### src/dfacc_pkg.sv
package dfacc_pkg;
  localparam logic [2:0] REG_CTRL_A     = 3'h0;
  localparam logic [2:0] REG_CTRL_B     = 3'h1;
  localparam logic [2:0] REG_SRC_ADDR   = 3'h2;
  localparam logic [2:0] REG_DST_ADDR   = 3'h3;
  localparam logic [2:0] REG_COUNT_A    = 3'h4;
  localparam logic [2:0] REG_BLK_COUNT  = 3'h5;
  localparam logic [2:0] REG_STATUS     = 3'h6;
  localparam int         BIT_ENABLE     = 7;
  localparam int         BIT_SIZE       = 6;
  localparam int         BIT_STEP_DIR   = 5;
  localparam int         BIT_STEP_EN    = 4;
  localparam int         BIT_IRQ_EN     = 3;
  localparam int         BIT_BLK_AREA   = 3;
  localparam int         BIT_SEL_HI     = 2;
  localparam int         BIT_SEL_LO     = 1;
  localparam int         BIT_BLK_MODE   = 0;
  localparam logic [7:0]  CTRL_RESET    = 8'h00;
  localparam logic [23:0] STEP_BYTE     = 24'h000001;
  localparam logic [23:0] STEP_WORD     = 24'h000002;
  localparam logic [2:0] ACT_BURST      = 3'h0;
  localparam logic [2:0] ACT_STEAL      = 3'h2;
  localparam logic [2:0] ACT_EXTERNAL_REQUEST_IN_FALL  = 3'h6;
  localparam logic [2:0] ACT_EXTERNAL_REQUEST_IN_LOW   = 3'h7;
  localparam logic [2:0] ACT_TIMER_MAX  = 3'h3;

  typedef enum logic [1:0] {
    ST_IDLE  = 2'b00,
    ST_REQ   = 2'b01,
    ST_XFER  = 2'b10
  } dfacc_state_t;

  typedef struct packed {
    logic [2:0]  addr;
    logic [23:0] wdata;
    logic        wr;
    logic        rd;
  } dfacc_bus_t;
endpackage

### src/dfacc_channel.sv
// The implementer's own choices: strobed register access and the register addresses.
`timescale 1ns/1ps
module dfacc_channel (
  input  wire logic        i_clock,
  input  wire logic        i_reset,
  input  wire logic        i_standby,
  input  wire logic        i_nmi,
  input  wire logic [2:0]  i_addr,
  input  wire logic [23:0] i_wdata,
  input  wire logic        i_wr,
  input  wire logic        i_rd,
  input  wire logic        i_ext_req_n,
  input  wire logic [3:0]  i_timer_event,
  input  wire logic        i_timer_claimed,
  input  wire logic        i_bus_grant,
  input  wire logic        i_xfer_done,
  output logic [23:0]      o_rdata,
  output logic             o_bus_req,
  output logic [23:0]      o_xfer_src,
  output logic [23:0]      o_xfer_dst,
  output logic             o_xfer_word,
  output logic             o_end_irq,
  output logic             o_timer_taken
);
  logic [7:0]  ctrl_a_r;
  logic [7:0]  ctrl_b_r;
  logic [23:0] src_r;
  logic [23:0] dst_r;
  logic [15:0] count_a_r;
  logic [15:0] blk_count_r;
  logic        rd_a_zero_r;
  logic        rd_b_zero_r;
  logic        pend_r;
  logic        ext_s1_r;
  logic        ext_s2_r;
  logic        ext_prev_r;
  logic        end_irq_r;
  logic        end_seen_r;
  dfacc_pkg::dfacc_state_t state_r;
  dfacc_pkg::dfacc_bus_t   bus;

  assign bus = '{addr: i_addr, wdata: i_wdata, wr: i_wr, rd: i_rd};

  logic        full_mode;
  logic        blk_mode;
  logic        active;
  logic        word;
  logic [2:0]  act;
  logic        usable;
  logic        auto_req;
  logic        trigger;
  logic        timer_hit;
  logic [23:0] step;
  logic        last_in_blk;
  logic        last_xfer;
  logic        xfer_end;
  logic        src_block;
  logic        dst_block;

  assign full_mode = ctrl_a_r[dfacc_pkg::BIT_SEL_HI] &
                     ctrl_a_r[dfacc_pkg::BIT_SEL_LO];
  assign blk_mode  = full_mode & ctrl_a_r[dfacc_pkg::BIT_BLK_MODE];
  assign active    = full_mode & ctrl_a_r[dfacc_pkg::BIT_ENABLE] &
                     ctrl_b_r[dfacc_pkg::BIT_ENABLE];
  assign word      = ctrl_a_r[dfacc_pkg::BIT_SIZE];
  assign act       = ctrl_b_r[2:0];
  assign step      = word ? dfacc_pkg::STEP_WORD
                          : dfacc_pkg::STEP_BYTE;
  assign src_block = blk_mode & ctrl_b_r[dfacc_pkg::BIT_BLK_AREA];
  assign dst_block = blk_mode & ~ctrl_b_r[dfacc_pkg::BIT_BLK_AREA];
  assign timer_hit = i_timer_event[act[1:0]] & ~i_timer_claimed;

  always_comb begin
    usable   = 1'b0;
    auto_req = 1'b0;
    trigger  = 1'b0;
    if (!blk_mode) begin
      case (act)
        dfacc_pkg::ACT_BURST: begin
          usable   = 1'b1;
          auto_req = 1'b1;
        end
        dfacc_pkg::ACT_STEAL: begin
          usable   = 1'b1;
          auto_req = 1'b1;
        end
        dfacc_pkg::ACT_EXTERNAL_REQUEST_IN_FALL: begin
          usable  = 1'b1;
          trigger = ext_prev_r & ~ext_s2_r;
        end
        dfacc_pkg::ACT_EXTERNAL_REQUEST_IN_LOW: begin
          usable  = 1'b1;
          trigger = ~ext_s2_r;
        end
        default: usable = 1'b0;
      endcase
    end else begin
      if (act <= dfacc_pkg::ACT_TIMER_MAX) begin
        usable  = 1'b1;
        trigger = timer_hit;
      end else if (act == dfacc_pkg::ACT_EXTERNAL_REQUEST_IN_FALL) begin
        usable  = 1'b1;
        trigger = ext_prev_r & ~ext_s2_r;
      end
    end
  end

  assign last_in_blk = (count_a_r[15:8] == 8'h01);
  assign last_xfer   = blk_mode ? (last_in_blk && blk_count_r == 16'h0001)
                                : (count_a_r == 16'h0001);
  assign xfer_end    = (state_r == dfacc_pkg::ST_XFER) & i_xfer_done;

  always_ff @(posedge i_clock) begin
    if (i_reset) begin
      ext_s1_r   <= 1'b1;
      ext_s2_r   <= 1'b1;
      ext_prev_r <= 1'b1;
    end else begin
      ext_s1_r   <= i_ext_req_n;
      ext_s2_r   <= ext_s1_r;
      ext_prev_r <= ext_s2_r;
    end
  end

  // Pending request latch
  always_ff @(posedge i_clock) begin
    if (i_reset || !active || !usable) begin
      pend_r <= 1'b0;
    end else if (trigger) begin
      pend_r <= 1'b1;
    end else if (state_r == dfacc_pkg::ST_REQ && i_bus_grant &&
                 !(blk_mode && !last_in_blk)) begin
      pend_r <= 1'b0;
    end
  end

  always_ff @(posedge i_clock) begin
    if (i_reset) begin
      state_r       <= dfacc_pkg::ST_IDLE;
      o_bus_req     <= 1'b0;
      o_timer_taken <= 1'b0;
    end else begin
      o_timer_taken <= blk_mode && active && usable && timer_hit &&
                       act <= dfacc_pkg::ACT_TIMER_MAX;
      case (state_r)
        dfacc_pkg::ST_IDLE: begin
          if (active && usable && (auto_req || pend_r)) begin
            state_r   <= dfacc_pkg::ST_REQ;
            o_bus_req <= 1'b1;
          end
        end
        dfacc_pkg::ST_REQ: begin
          if (!active) begin
            state_r   <= dfacc_pkg::ST_IDLE;
            o_bus_req <= 1'b0;
          end else if (i_bus_grant) begin
            state_r <= dfacc_pkg::ST_XFER;
          end
        end
        dfacc_pkg::ST_XFER: begin
          if (i_xfer_done) begin
            if (last_xfer || !active ||
                (!blk_mode && act == dfacc_pkg::ACT_STEAL)) begin
              state_r   <= dfacc_pkg::ST_IDLE;
              o_bus_req <= 1'b0;
            end else if (!blk_mode && act == dfacc_pkg::ACT_BURST) begin
              state_r <= dfacc_pkg::ST_REQ;
            end else if (blk_mode && !last_in_blk) begin
              state_r <= dfacc_pkg::ST_REQ;
            end else begin
              state_r   <= dfacc_pkg::ST_IDLE;
              o_bus_req <= 1'b0;
            end
          end
        end
        default: begin
          state_r   <= dfacc_pkg::ST_IDLE;
          o_bus_req <= 1'b0;
        end
      endcase
    end
  end

  // Control A and channel enable
  always_ff @(posedge i_clock) begin
    if (i_reset || i_standby) begin
      ctrl_a_r    <= dfacc_pkg::CTRL_RESET;
      rd_a_zero_r <= 1'b0;
    end else begin
      if (bus.rd && bus.addr == dfacc_pkg::REG_CTRL_A) begin
        rd_a_zero_r <= ~ctrl_a_r[dfacc_pkg::BIT_ENABLE];
      end
      if (bus.wr && bus.addr == dfacc_pkg::REG_CTRL_A) begin
        ctrl_a_r[6:0] <= bus.wdata[6:0];
        rd_a_zero_r   <= 1'b0;
        ctrl_a_r[dfacc_pkg::BIT_ENABLE] <= bus.wdata[dfacc_pkg::BIT_ENABLE] &
          (ctrl_a_r[dfacc_pkg::BIT_ENABLE] | rd_a_zero_r);
      end
      if (xfer_end && last_xfer) begin
        ctrl_a_r[dfacc_pkg::BIT_ENABLE] <= 1'b0;
      end
    end
  end

  // Control B and master enable
  always_ff @(posedge i_clock) begin
    if (i_reset || i_standby) begin
      ctrl_b_r    <= dfacc_pkg::CTRL_RESET;
      rd_b_zero_r <= 1'b0;
    end else begin
      if (bus.rd && bus.addr == dfacc_pkg::REG_CTRL_B) begin
        rd_b_zero_r <= ~ctrl_b_r[dfacc_pkg::BIT_ENABLE];
      end
      if (bus.wr && bus.addr == dfacc_pkg::REG_CTRL_B) begin
        ctrl_b_r[6:0] <= bus.wdata[6:0];
        rd_b_zero_r   <= 1'b0;
        ctrl_b_r[dfacc_pkg::BIT_ENABLE] <= bus.wdata[dfacc_pkg::BIT_ENABLE] &
          (ctrl_b_r[dfacc_pkg::BIT_ENABLE] | rd_b_zero_r);
      end
      if (i_nmi) begin
        ctrl_b_r[dfacc_pkg::BIT_ENABLE] <= 1'b0;
      end
    end
  end

  // Addresses and counters
  always_ff @(posedge i_clock) begin
    if (bus.wr && bus.addr == dfacc_pkg::REG_SRC_ADDR) begin
      src_r <= bus.wdata;
    end else if (xfer_end && ctrl_a_r[dfacc_pkg::BIT_STEP_EN]) begin
      src_r <= ctrl_a_r[dfacc_pkg::BIT_STEP_DIR] ? src_r - step
                                                 : src_r + step;
    end
    if (bus.wr && bus.addr == dfacc_pkg::REG_DST_ADDR) begin
      dst_r <= bus.wdata;
    end else if (xfer_end && ctrl_b_r[dfacc_pkg::BIT_STEP_EN]) begin
      dst_r <= ctrl_b_r[dfacc_pkg::BIT_STEP_DIR] ? dst_r - step
                                                 : dst_r + step;
    end
    if (bus.wr && bus.addr == dfacc_pkg::REG_COUNT_A) begin
      count_a_r <= bus.wdata[15:0];
    end else if (xfer_end && !blk_mode) begin
      count_a_r <= count_a_r - 16'h0001;
    end else if (xfer_end) begin
      count_a_r[15:8] <= last_in_blk ? count_a_r[7:0]
                                     : count_a_r[15:8] - 8'h01;
    end
    if (bus.wr && bus.addr == dfacc_pkg::REG_BLK_COUNT) begin
      blk_count_r <= bus.wdata[15:0];
    end else if (xfer_end && blk_mode && last_in_blk) begin
      blk_count_r <= blk_count_r - 16'h0001;
    end
  end

  // End interrupt on enable falling
  always_ff @(posedge i_clock) begin
    if (i_reset) begin
      end_seen_r <= 1'b0;
      end_irq_r  <= 1'b0;
      o_end_irq  <= 1'b0;
    end else begin
      end_seen_r <= ctrl_a_r[dfacc_pkg::BIT_ENABLE];
      if (end_seen_r && !ctrl_a_r[dfacc_pkg::BIT_ENABLE] &&
          ctrl_a_r[dfacc_pkg::BIT_IRQ_EN]) begin
        end_irq_r <= 1'b1;
      end else if (ctrl_a_r[dfacc_pkg::BIT_ENABLE] ||
                   !ctrl_a_r[dfacc_pkg::BIT_IRQ_EN]) begin
        end_irq_r <= 1'b0;
      end
      o_end_irq <= end_irq_r;
    end
  end

  always_ff @(posedge i_clock) begin
    if (i_reset) begin
      o_rdata     <= 24'h000000;
      o_xfer_src  <= 24'h000000;
      o_xfer_dst  <= 24'h000000;
      o_xfer_word <= 1'b0;
    end else begin
      o_xfer_src  <= src_r;
      o_xfer_dst  <= dst_r;
      o_xfer_word <= word;
      o_rdata     <= 24'h000000;
      if (bus.rd) begin
        case (bus.addr)
          dfacc_pkg::REG_CTRL_A:    o_rdata <= {16'h0000, ctrl_a_r};
          dfacc_pkg::REG_CTRL_B:    o_rdata <= {16'h0000, ctrl_b_r};
          dfacc_pkg::REG_SRC_ADDR:  o_rdata <= src_r;
          dfacc_pkg::REG_DST_ADDR:  o_rdata <= dst_r;
          dfacc_pkg::REG_COUNT_A:   o_rdata <= {8'h00, count_a_r};
          dfacc_pkg::REG_BLK_COUNT: o_rdata <= {8'h00, blk_count_r};
          dfacc_pkg::REG_STATUS:
            o_rdata <= {18'h00000, src_block, dst_block, state_r,
                        active, pend_r};
          default:                  o_rdata <= 24'h000000;
        endcase
      end
    end
  end
endmodule

### config.mk
export PLATFORM = sky130hd
export DESIGN_NAME = dfacc_channel
export DESIGN_NICKNAME = d
export VERILOG_FILES = /design/src/dfacc_pkg.sv /design/src/dfacc_channel.sv
export SDC_FILE = /design/constraint.sdc
export NUM_CORES = 1
export LEC_CHECK = 0
export BUFFER_PORTS_ARGS = -buffer_cell sky130_fd_sc_hd__buf_4
export CAP_MARGIN = 20
export CORE_ASPECT_RATIO = 1.75
export CORE_MARGIN = 4
export CORE_UTILIZATION = 32
export DETAILED_ROUTE_END_ITERATION = 6
export REMOVE_ABC_BUFFERS = 1
export SLEW_MARGIN = 30
export SYNTH_ARGS = -nofsm -noshare
export SYNTH_HDL_FRONTEND = slang
export SYNTH_SLANG_ARGS = --single-unit
### constraint.sdc
create_clock -name i_clock -period 3 [get_ports i_clock]
set_input_delay 0.6 -clock i_clock [delete_from_list [all_inputs] [get_ports i_clock]]
set_output_delay 0.6 -clock i_clock [all_outputs]
set_load 0.05 [all_outputs]
==> flow_summary.yaml, run 1 <==
finish:
  nFillCells: 3280
  stdcell_count: 1676
  final_cell_mix: "buf_4, nor2_1, nand2_1"
  synthToLayoutAreaGrowth_pct: 18.9
  multi_input_area_um2: 5670
  nNetsFinal: 1359
  seqCellArea_um2: 4450
  fin_area_um2: 12500
  layout_commonest_cell: "buf_4"
  antennaDiodeCount: 0
  layout-drive-gt1-share_pct: 17.2
power:
  p_leak_nw: 4.89
  p_per_area_nw_per_um2: 451
  total_power_mw: 5.62
  vdd_drop_max_v: 0.000436
worst_setup_path:
  critical_path_class: "reg2reg"
  cp-start-kind: "flip-flop"
  reg2regPathDepth: 11
  arrival_ps: 3050
  critPathMaxFanout: 3
  crit_path_end_kind: "flip-flop"
  worstPathRequired_ps: 3210
sta:
  setup_violations: 0
  max_freq_mhz: 352
  rsz0062_at_grt: "false"
  hold_viol: 0
  skew_ps: 8.59
  period_share_pct: 94.7
  max_slew_margin_pct: 56.9
  tightest_slew_ps: 642
  fin_tns_setup_ps: 0
  finalCriticalPeriod_ps: 2840
  drv_slew: 0
drt:
  via_per_inst: 5.36
  vias: 8986
  drt_iter0_drc: 684
  wl_per_cell_um: 20.3
  dr.pass1.iters: 7
  antenna_left: 0
  drc: 2
  wl_um: 34000
logic_synthesis:
  yosys_warnings: 0
  synth.distinct_cells: 83
  syn_area_um2: 10500
  synth-edff-count: 80
  syn_area_per_cell_um2: 9.04
  syn-instance-count: 1159
  ys_seq_area_share_pct: 42.4
  ys_ff_latch: 182
  synthArstFlopShare_pct: 0
  synth_ff_type: "dfxtp_1"
global_route:
  antenna_found_initial: 0
  gr-total-overflow: 0
  grt_pass1_vias: 8886
  grt_pass1_wl_um: 51300
  grt_max_degree: 46
  grt_usage_pct: 19.0
outcome:
  violations: "DRC"
  status: "finished, violations left"
placed_design:
  place_inst: 1642
  dp_hpwl_um: 25800
  place_area_um2: 11800
  gp_congestion: 0.908
  io_buffer_count: 116
clock_tree:
  cts_tree: "done"
  path_clk_slew_ps: 80
  htreeDepth: 4
  clock_sinks: 182
  clkLatencyLatePin_ps: 460
  clk_path_buf_depth: 2
  numCtsBuffers: 17
  cts-root-buf: "clkbuf_16"
flow_run:
  cap_violations: 0
floorplan:
  rows: 87
  start_util_pct: 32.4
  dieArea_um2: 35800
  core_region_area_um2: 32300
  die_y_um: 247
  io_pins: 117
  die_width_um: 145
hold_path:
  hp-class: "in2reg"
  min_path_cells: 2
through the flow:
stage	utilization, %	setup WS (ps)	hold WS [ps]
2_1_floorplan	-	-58.9	389
3_3_place_gp	36.5	75.5	405
4_1_cts	38.4	21.8	293
3_5_place_dp	36.5	40.2	407
6_report	38.5	158	310
5_1_grt	38.5	13.7	306
final timing paths:
path | slack [ps] | endpoint | start
setup / recovery | 160 | dst_r[20] | dst_r[0]
hold / removal | 310 | ctrl_b_r[7] | i_nmi
setup reg to reg | 160 | dst_r[20] | dst_r[0]
hold reg to reg | 420 | ext_s2_r | ext_s1_r
area by class of cell:
| type | count | share of cell area [%] |
|---|---|---|
| inverters | 23 | 0.693 |
| flip-flops and latches | 182 | 35.7 |
| multi-input cells | 892 | 45.6 |
| well taps | 400 | 4.02 |
| clock inverters | 14 | 1.27 |
| clock buffers | 18 | 3.62 |
| repair buffers | 147 | 9.16 |
per-layer routing:
| metal | up-vias | global-route usage, % | wire length, um |
|---|---|---|---|
| met5 | - | 0 | 0 |
| met4 | 0 | 9.50 | 1690 |
| met3 | 71 | 3.34 | 1340 |
| met2 | 269 | 34.4 | 17900 |
| met1 | 4283 | 21.0 | 13000 |
| li1 | 4363 | - | - |
Yosys cell counts (3+ instances only):
library cell | number | area (um2)
o21ai_0 | 46 | 230
a22oi_1 | 9 | 67.6
ha_1 | 53 | 663
o31ai_2 | 3 | 37.5
a21oi_1 | 121 | 606
a31oi_1 | 11 | 68.8
o211ai_1 | 8 | 60.1
a222oi_1 | 7 | 70.1
a22o_1 | 7 | 61.3
nand3_1 | 22 | 110
o21a_1 | 6 | 45.0
o21bai_1 | 3 | 22.5
nor3_1 | 23 | 115
mux2_2 | 7 | 78.8
clkbuf_1 | 44 | 165
nor3b_1 | 9 | 67.6
o31ai_1 | 6 | 45.0
buf_1 | 5 | 18.8
a211oi_2 | 3 | 37.5
inv_1 | 23 | 86.3
or2_2 | 5 | 31.3
mux2i_1 | 22 | 220
nor4_1 | 5 | 31.3
and3_1 | 9 | 56.3
nand2b_1 | 4 | 25.0
xor2_1 | 20 | 175
edfxtp_1 | 80 | 2400
o22ai_1 | 3 | 18.8
or4_1 | 3 | 22.5
a21o_1 | 11 | 82.6
nor2_1 | 137 | 514
dfxtp_1 | 102 | 2040
a41oi_1 | 3 | 26.3
xnor2_1 | 38 | 333
nand2_1 | 134 | 503
and2_1 | 9 | 56.3
o31a_1 | 3 | 26.3
buf_2 | 5 | 25.0
and4_1 | 3 | 26.3
nor2b_1 | 63 | 394
a221oi_1 | 3 | 26.3
a211oi_1 | 13 | 97.6
o21ai_1 | 12 | 60.1
buf_6 | 6 | 67.6
power by group:
group,switching [mW],internal (mW),total [mW]
Combinational,0.382,0.203,0.585
Sequential,0.0377,2.64,2.68
Clock,1.12,1.23,2.36
Total,1.54,4.08,5.62
critical path: stages, from the launching register on:
cell and delay (ps):
edfxtp_1 390, inv_1 100, ha_1 180, inv_1 60
fa_1 430, a211oi_2 260, o21bai_1 160, a311oi_2 300
o21ai_1 170, a21oi_1 210, xnor2_1 100, mux2_2 260
state kept, by name (all words and copies together), names as in the netlist, 2 cells and up:
register     cells
state_r          2
dst_r           24
ctrl_b_r         8
src_r           24
blk_count_r     16
o_rdata         24
o_xfer_src      24
ctrl_a_r         8
count_a_r       16
o_xfer_dst      24
timing repair:
item | 4_1_cts | 5_1_grt
hold buffers | 0 | 0
setup endpoints to repair | 0 | 6
setup buffers | 0 | 2
resized for setup | 0 | 5
cells by family after synthesis:
family	after synthesis	share of synthesized area [%]
AND/OR/NAND/NOR	443	20.0
AO/OA/AOI/OAI	303	18.8
flip-flops	182	42.4
buffers and inverters	85	3.68
XOR/XNOR	58	4.85
adder cells (fa/ha/maj)	55	6.71
multiplexers	33	3.50
Power figures use the tool's default switching activity.
==> inputs of run 2 (changes only) <==
- CORE_UTILIZATION: 32 -> 54
- PLACE_DENSITY: not set -> 0.77
==> run 2 against run 1 <==
The flow now finishes without violations. Non-clock buffer count grew 2. Sequential cell count did not move. Final cell count fell by 9.4%. Combinational power decreased by 0.7%. Core utilization up 25 points. Critical path depth did not move. Register-to-register slack got worse by 50 ps. Sequential power is essentially flat. Critical endpoint unchanged.
==> flow_summary.yaml, run 2 (synthesized netlist as in run 1, its figures left out) <==
clock_tree:
  path_clk_slew_ps: 70
  cts_tree: "done"
  numCtsBuffers: 17
  clock_sinks: 182
  cts-root-buf: "clkbuf_16"
  clkLatencyLatePin_ps: 450
  clk_path_buf_depth: 2
  cts_hold_buf: 0
  htreeDepth: 4
placed_design:
  gp_congestion: 0.957
  place_inst: 1485
  dp_hpwl_um: 23800
  io_buffer_count: 116
global_route:
  grt_pass1_vias: 9240
  grt_pass1_wl_um: 49100
  grt_max_degree: 40
  grt_usage_pct: 29.3
  antenna_found_initial: 0
  gr-total-overflow: 0
floorplan:
  io_pins: 117
  die_y_um: 192
  start_util_pct: 54.8
  die_width_um: 113
  core_region_area_um2: 19100
  rows: 67
  dieArea_um2: 21800
finish:
  layout_commonest_cell: "buf_4"
  nNetsFinal: 1361
  layout-drive-gt1-share_pct: 17.4
  nFillCells: 1653
  antennaDiodeCount: 0
  final_cell_mix: "buf_4, nor2_1, nand2_1"
  synthToLayoutAreaGrowth_pct: 16.6
  stdcell_count: 1519
worst_setup_path:
  critPathMaxFanout: 3
  crit_chain: "inv_1, ha_1, inv_1, fa_1, a211oi_2, o21bai_1, a311oi_1, o21ai_1, a21oi_2, xnor2_1, mux2_2"
  reg2reg_from: "dst_r[0]"
  slowest_stage: "fa_1"
  critical_path_class: "reg2reg"
  crit_family: "compound AO/OA/AOI/OAI gates"
  cp-start-kind: "flip-flop"
  reg2regPathDepth: 11
  crit_top_cell: "inv_1"
  r2r-end: "dst_r[20]"
  crit_path_end_kind: "flip-flop"
  worstPathRequired_ps: 3200
  arrival_ps: 3090
  ff2ff_setup_slack_ps: 110
  crit_buf_inv: 2
  slowest_delay_ps: 420
hold_path:
  hp-start: "i_nmi"
  hp-class: "in2reg"
  whs_endpoint: "ctrl_b_r[7]"
  min_path_cells: 2
drt:
  drt_iter0_drc: 727
  dr.pass1.iters: 5
  drc: 0
  vias: 9227
  wl_per_cell_um: 20.7
  wl_um: 31400
  antenna_left: 0
  via_per_inst: 6.07
power:
  vdd_drop_max_v: 0.000474
  p_per_area_nw_per_um2: 448
  p_leak_nw: 4.87
sta:
  drv_slew: 0
  max_freq_mhz: 346
  skew_ps: 11.1
  hold_slack_ps: 310
  period_share_pct: 96.4
  finalCriticalPeriod_ps: 2890
  tightest_slew_ps: 647
  max_slew_margin_pct: 56.8
  hold_viol: 0
  setup_violations: 0
outcome:
  status: "completed"
flow_run:
  cap_violations: 0
run 2: changes by cell type in the layout (fill, tap and decap cells not counted), sizes merged:
| cell | change |
|---|---|
| clkinv | -3 |
| buf | +2 |
| bufinv | -1 |
| inv | +3 |
| clkbuf | +2 |
| clkinvlp | -1 |
run 2: layer usage:
metal  global-route usage (%)  routed length [um]
met1                     30.3               10900
met2                     51.5               15800
met3                     4.52                1820
met4                     24.5                2910
met5                        0                   0
run 2: cell type report:
cell class | instances | area [um2] | area share, %
inverters | 23 | 86.3 | 0.706
clock inverters | 12 | 98.8 | 0.809
flip-flops and latches | 182 | 4440 | 36.4
repair buffers | 149 | 1130 | 9.26
clock buffers | 20 | 479 | 3.92
well taps | 241 | 302 | 2.47
multi-input cells | 892 | 5680 | 46.5
run 2: through the flow:
step	power [mW]	utilization [%]	area [um2]	setup WS [ps]	setup TNS, ps
after floorplan	3.05	-	10200	-58.9	-1460
after global placement	3.30	60.7	11600	95.7	0
after detailed placement	3.31	60.7	11600	83.6	0
after CTS	5.49	63.7	12200	41.3	0
after global routing	5.66	63.9	12200	-46.7	-81.5
final	5.48	63.9	12200	107	0
run 2: where the power goes:
| group | internal (mW) | switching (mW) |
|---|---|---|
| logic | 0.203 | 0.378 |
| registers | 2.64 | 0.0381 |
| clock network | 1.19 | 1.03 |
| total | 4.03 | 1.45 |
run 2: worst max path at each step:
stage                    from        end  cells after the start  slack (ps)
floorplan           i_addr[1]   src_r[0]                      4         -60
global placement     dst_r[0]  dst_r[14]                     11         100
detailed placement   dst_r[0]  dst_r[18]                     11          80
CTS                  dst_r[0]  dst_r[18]                     11          40
global route         src_r[0]  src_r[20]                     11         -50
finish               dst_r[0]  dst_r[20]                     11         110
run 2: timing repair:
| item | CTS | global route |
|---|---|---|
| gates resized for setup | 0 | 7 |
| setup endpoints to repair | 0 | 9 |
| setup buffers | 0 | 2 |
==> inputs of run 3 (changes only) <==
- BUFFER_PORTS_ARGS: -buffer_cell sky130_fd_sc_hd__buf_4 -> -buffer_cell sky130_fd_sc_hd__buf_2
==> run 3 against run 2 <==
Combinational power fell by 3.6%. Critical path depth fell by 1. Clock power barely moved. Highest routed layer unchanged. Clock skew barely moved. Critical path type unchanged. Worst hold slack got worse by 1.7 ps. Worst setup slack improved by 18 ps. Total power rose by 0.10%. Global-route usage rose by 0.34 points.
==> flow_summary.yaml, run 3 (synthesized netlist as in run 1, its figures left out) <==
floorplan:
  die_width_um: 113
  io_pins: 117
  die_y_um: 192
  start_util_pct: 54.8
  rows: 67
  core_region_area_um2: 19100
  dieArea_um2: 21800
finish:
  multi_input_area_um2: 5710
  layout_commonest_cell: "nor2_1"
  stdcell_count: 1524
  fin_area_um2: 12000
  layout-drive-gt1-share_pct: 17.7
  final_cell_mix: "nor2_1, nand2_1, a21oi_1"
  nFillCells: 1664
  final_core_util_pct: 62.8
  nNetsFinal: 1366
  seqCellArea_um2: 4440
  synthToLayoutAreaGrowth_pct: 14.5
  antennaDiodeCount: 0
power:
  p_per_area_nw_per_um2: 457
  vdd_drop_max_v: 0.000349
  total_power_mw: 5.48
  p_leak_nw: 4.84
global_route:
  grt_pass1_wl_um: 49300
  antenna_found_initial: 0
  grt_usage_pct: 29.7
  gr-total-overflow: 0
  grt_max_degree: 40
  grt_pass1_vias: 9049
sta:
  drv_slew: 0
  max_freq_mhz: 348
  skew_ps: 11.5
  period_share_pct: 95.8
  setup_violations: 0
  rsz0062_at_grt: "false"
  tightest_slew_ps: 613
  fin_tns_setup_ps: 0
  max_slew_margin_pct: 58.8
  finalCriticalPeriod_ps: 2880
  hold_viol: 0
drt:
  wl_um: 32200
  drc: 0
  via_per_inst: 6.07
  drt_iter0_drc: 824
  wl_per_cell_um: 21.1
  vias: 9256
  dr.pass1.iters: 7
  antenna_left: 0
worst_setup_path:
  crit_buf_inv: 2
  crit_top_cell: "buf_4"
  crit_path_end_kind: "flip-flop"
  worstPathRequired_ps: 3280
  cp-start-kind: "flip-flop"
  arrival_ps: 3160
  slowest_delay_ps: 420
  critical_path_class: "reg2reg"
  slowest_stage: "ha_1"
  critPathMaxFanout: 11
  crit_chain: "buf_4, buf_4, ha_1, nand2_1, o21ai_0, nor3_1, a211oi_2, o211ai_1, and3_1, o31ai_2"
  crit_family: "compound AO/OA/AOI/OAI gates"
clock_tree:
  clock_sinks: 182
  clkLatencyLatePin_ps: 450
  cts-root-buf: "clkbuf_16"
  cts_tree: "done"
  path_clk_slew_ps: 70
  clk_path_buf_depth: 2
  htreeDepth: 4
  cts_hold_buf: 0
  numCtsBuffers: 17
placed_design:
  place_inst: 1492
  place_area_um2: 11400
  gp_congestion: 0.976
  dp_hpwl_um: 24300
  io_buffer_count: 116
hold_path:
  hp-class: "in2reg"
outcome:
  status: "completed"
flow_run:
  cap_violations: 0
-- run 3: path summary, 6_finish.rpt --
path / start / end / slack (ps) / cells after the start
worst min register to register: ext_s1_r / ext_s2_r / 420 / 1
worst max-delay path: ctrl_a_r[5] / src_r[21] / 120 / 10
worst min-delay path: i_nmi / ctrl_b_r[7] / 310 / 2
worst max register to register: ctrl_a_r[5] / src_r[21] / 120 / 10
-- run 3: per-layer routing --
metal | vias to the layer above | track usage, % | wire [um]
met5 | - | 0 | 0
met4 | 0 | 21.1 | 2500
met3 | 136 | 4.30 | 1710
met2 | 400 | 53.8 | 16600
met1 | 4350 | 30.8 | 11400
li1 | 4370 | - | -
-- run 3: metrics by stage --
| step | setup slack (ps) | hold WS, ps |
|---|---|---|
| 3_5_place_dp | 48.6 | 403 |
| 2_1_floorplan | -58.9 | 389 |
| 6_report | 125 | 309 |
| 5_1_grt | 2.67 | 319 |
| 3_3_place_gp | 97.6 | 404 |
| 4_1_cts | 23.0 | 303 |
-- run 3: layout make-up --
class	count	area share (%)
repair buffers	154	7.32
flip-flops and latches	182	37.0
clock buffers	20	3.90
well taps	241	2.51
multi-input cells	892	47.6
clock inverters	12	0.959
inverters	23	0.719
-- run 3: where the power goes --
| group | total [mW] | internal, mW | leakage [nW] | switching [mW] |
|---|---|---|---|---|
| registers | 2.67 | 2.64 | 1.56 | 0.0354 |
| clock network | 2.25 | 1.23 | 0.274 | 1.02 |
| logic | 0.560 | 0.176 | 3.00 | 0.384 |
-- run 3: what timing repair did --
item | 4_1_cts | 5_1_grt
setup endpoints to repair | 0 | 9
gates resized for setup | 0 | 8
endpoints found under the hold margin | 0 | 0
buffers inserted | 0 | 0
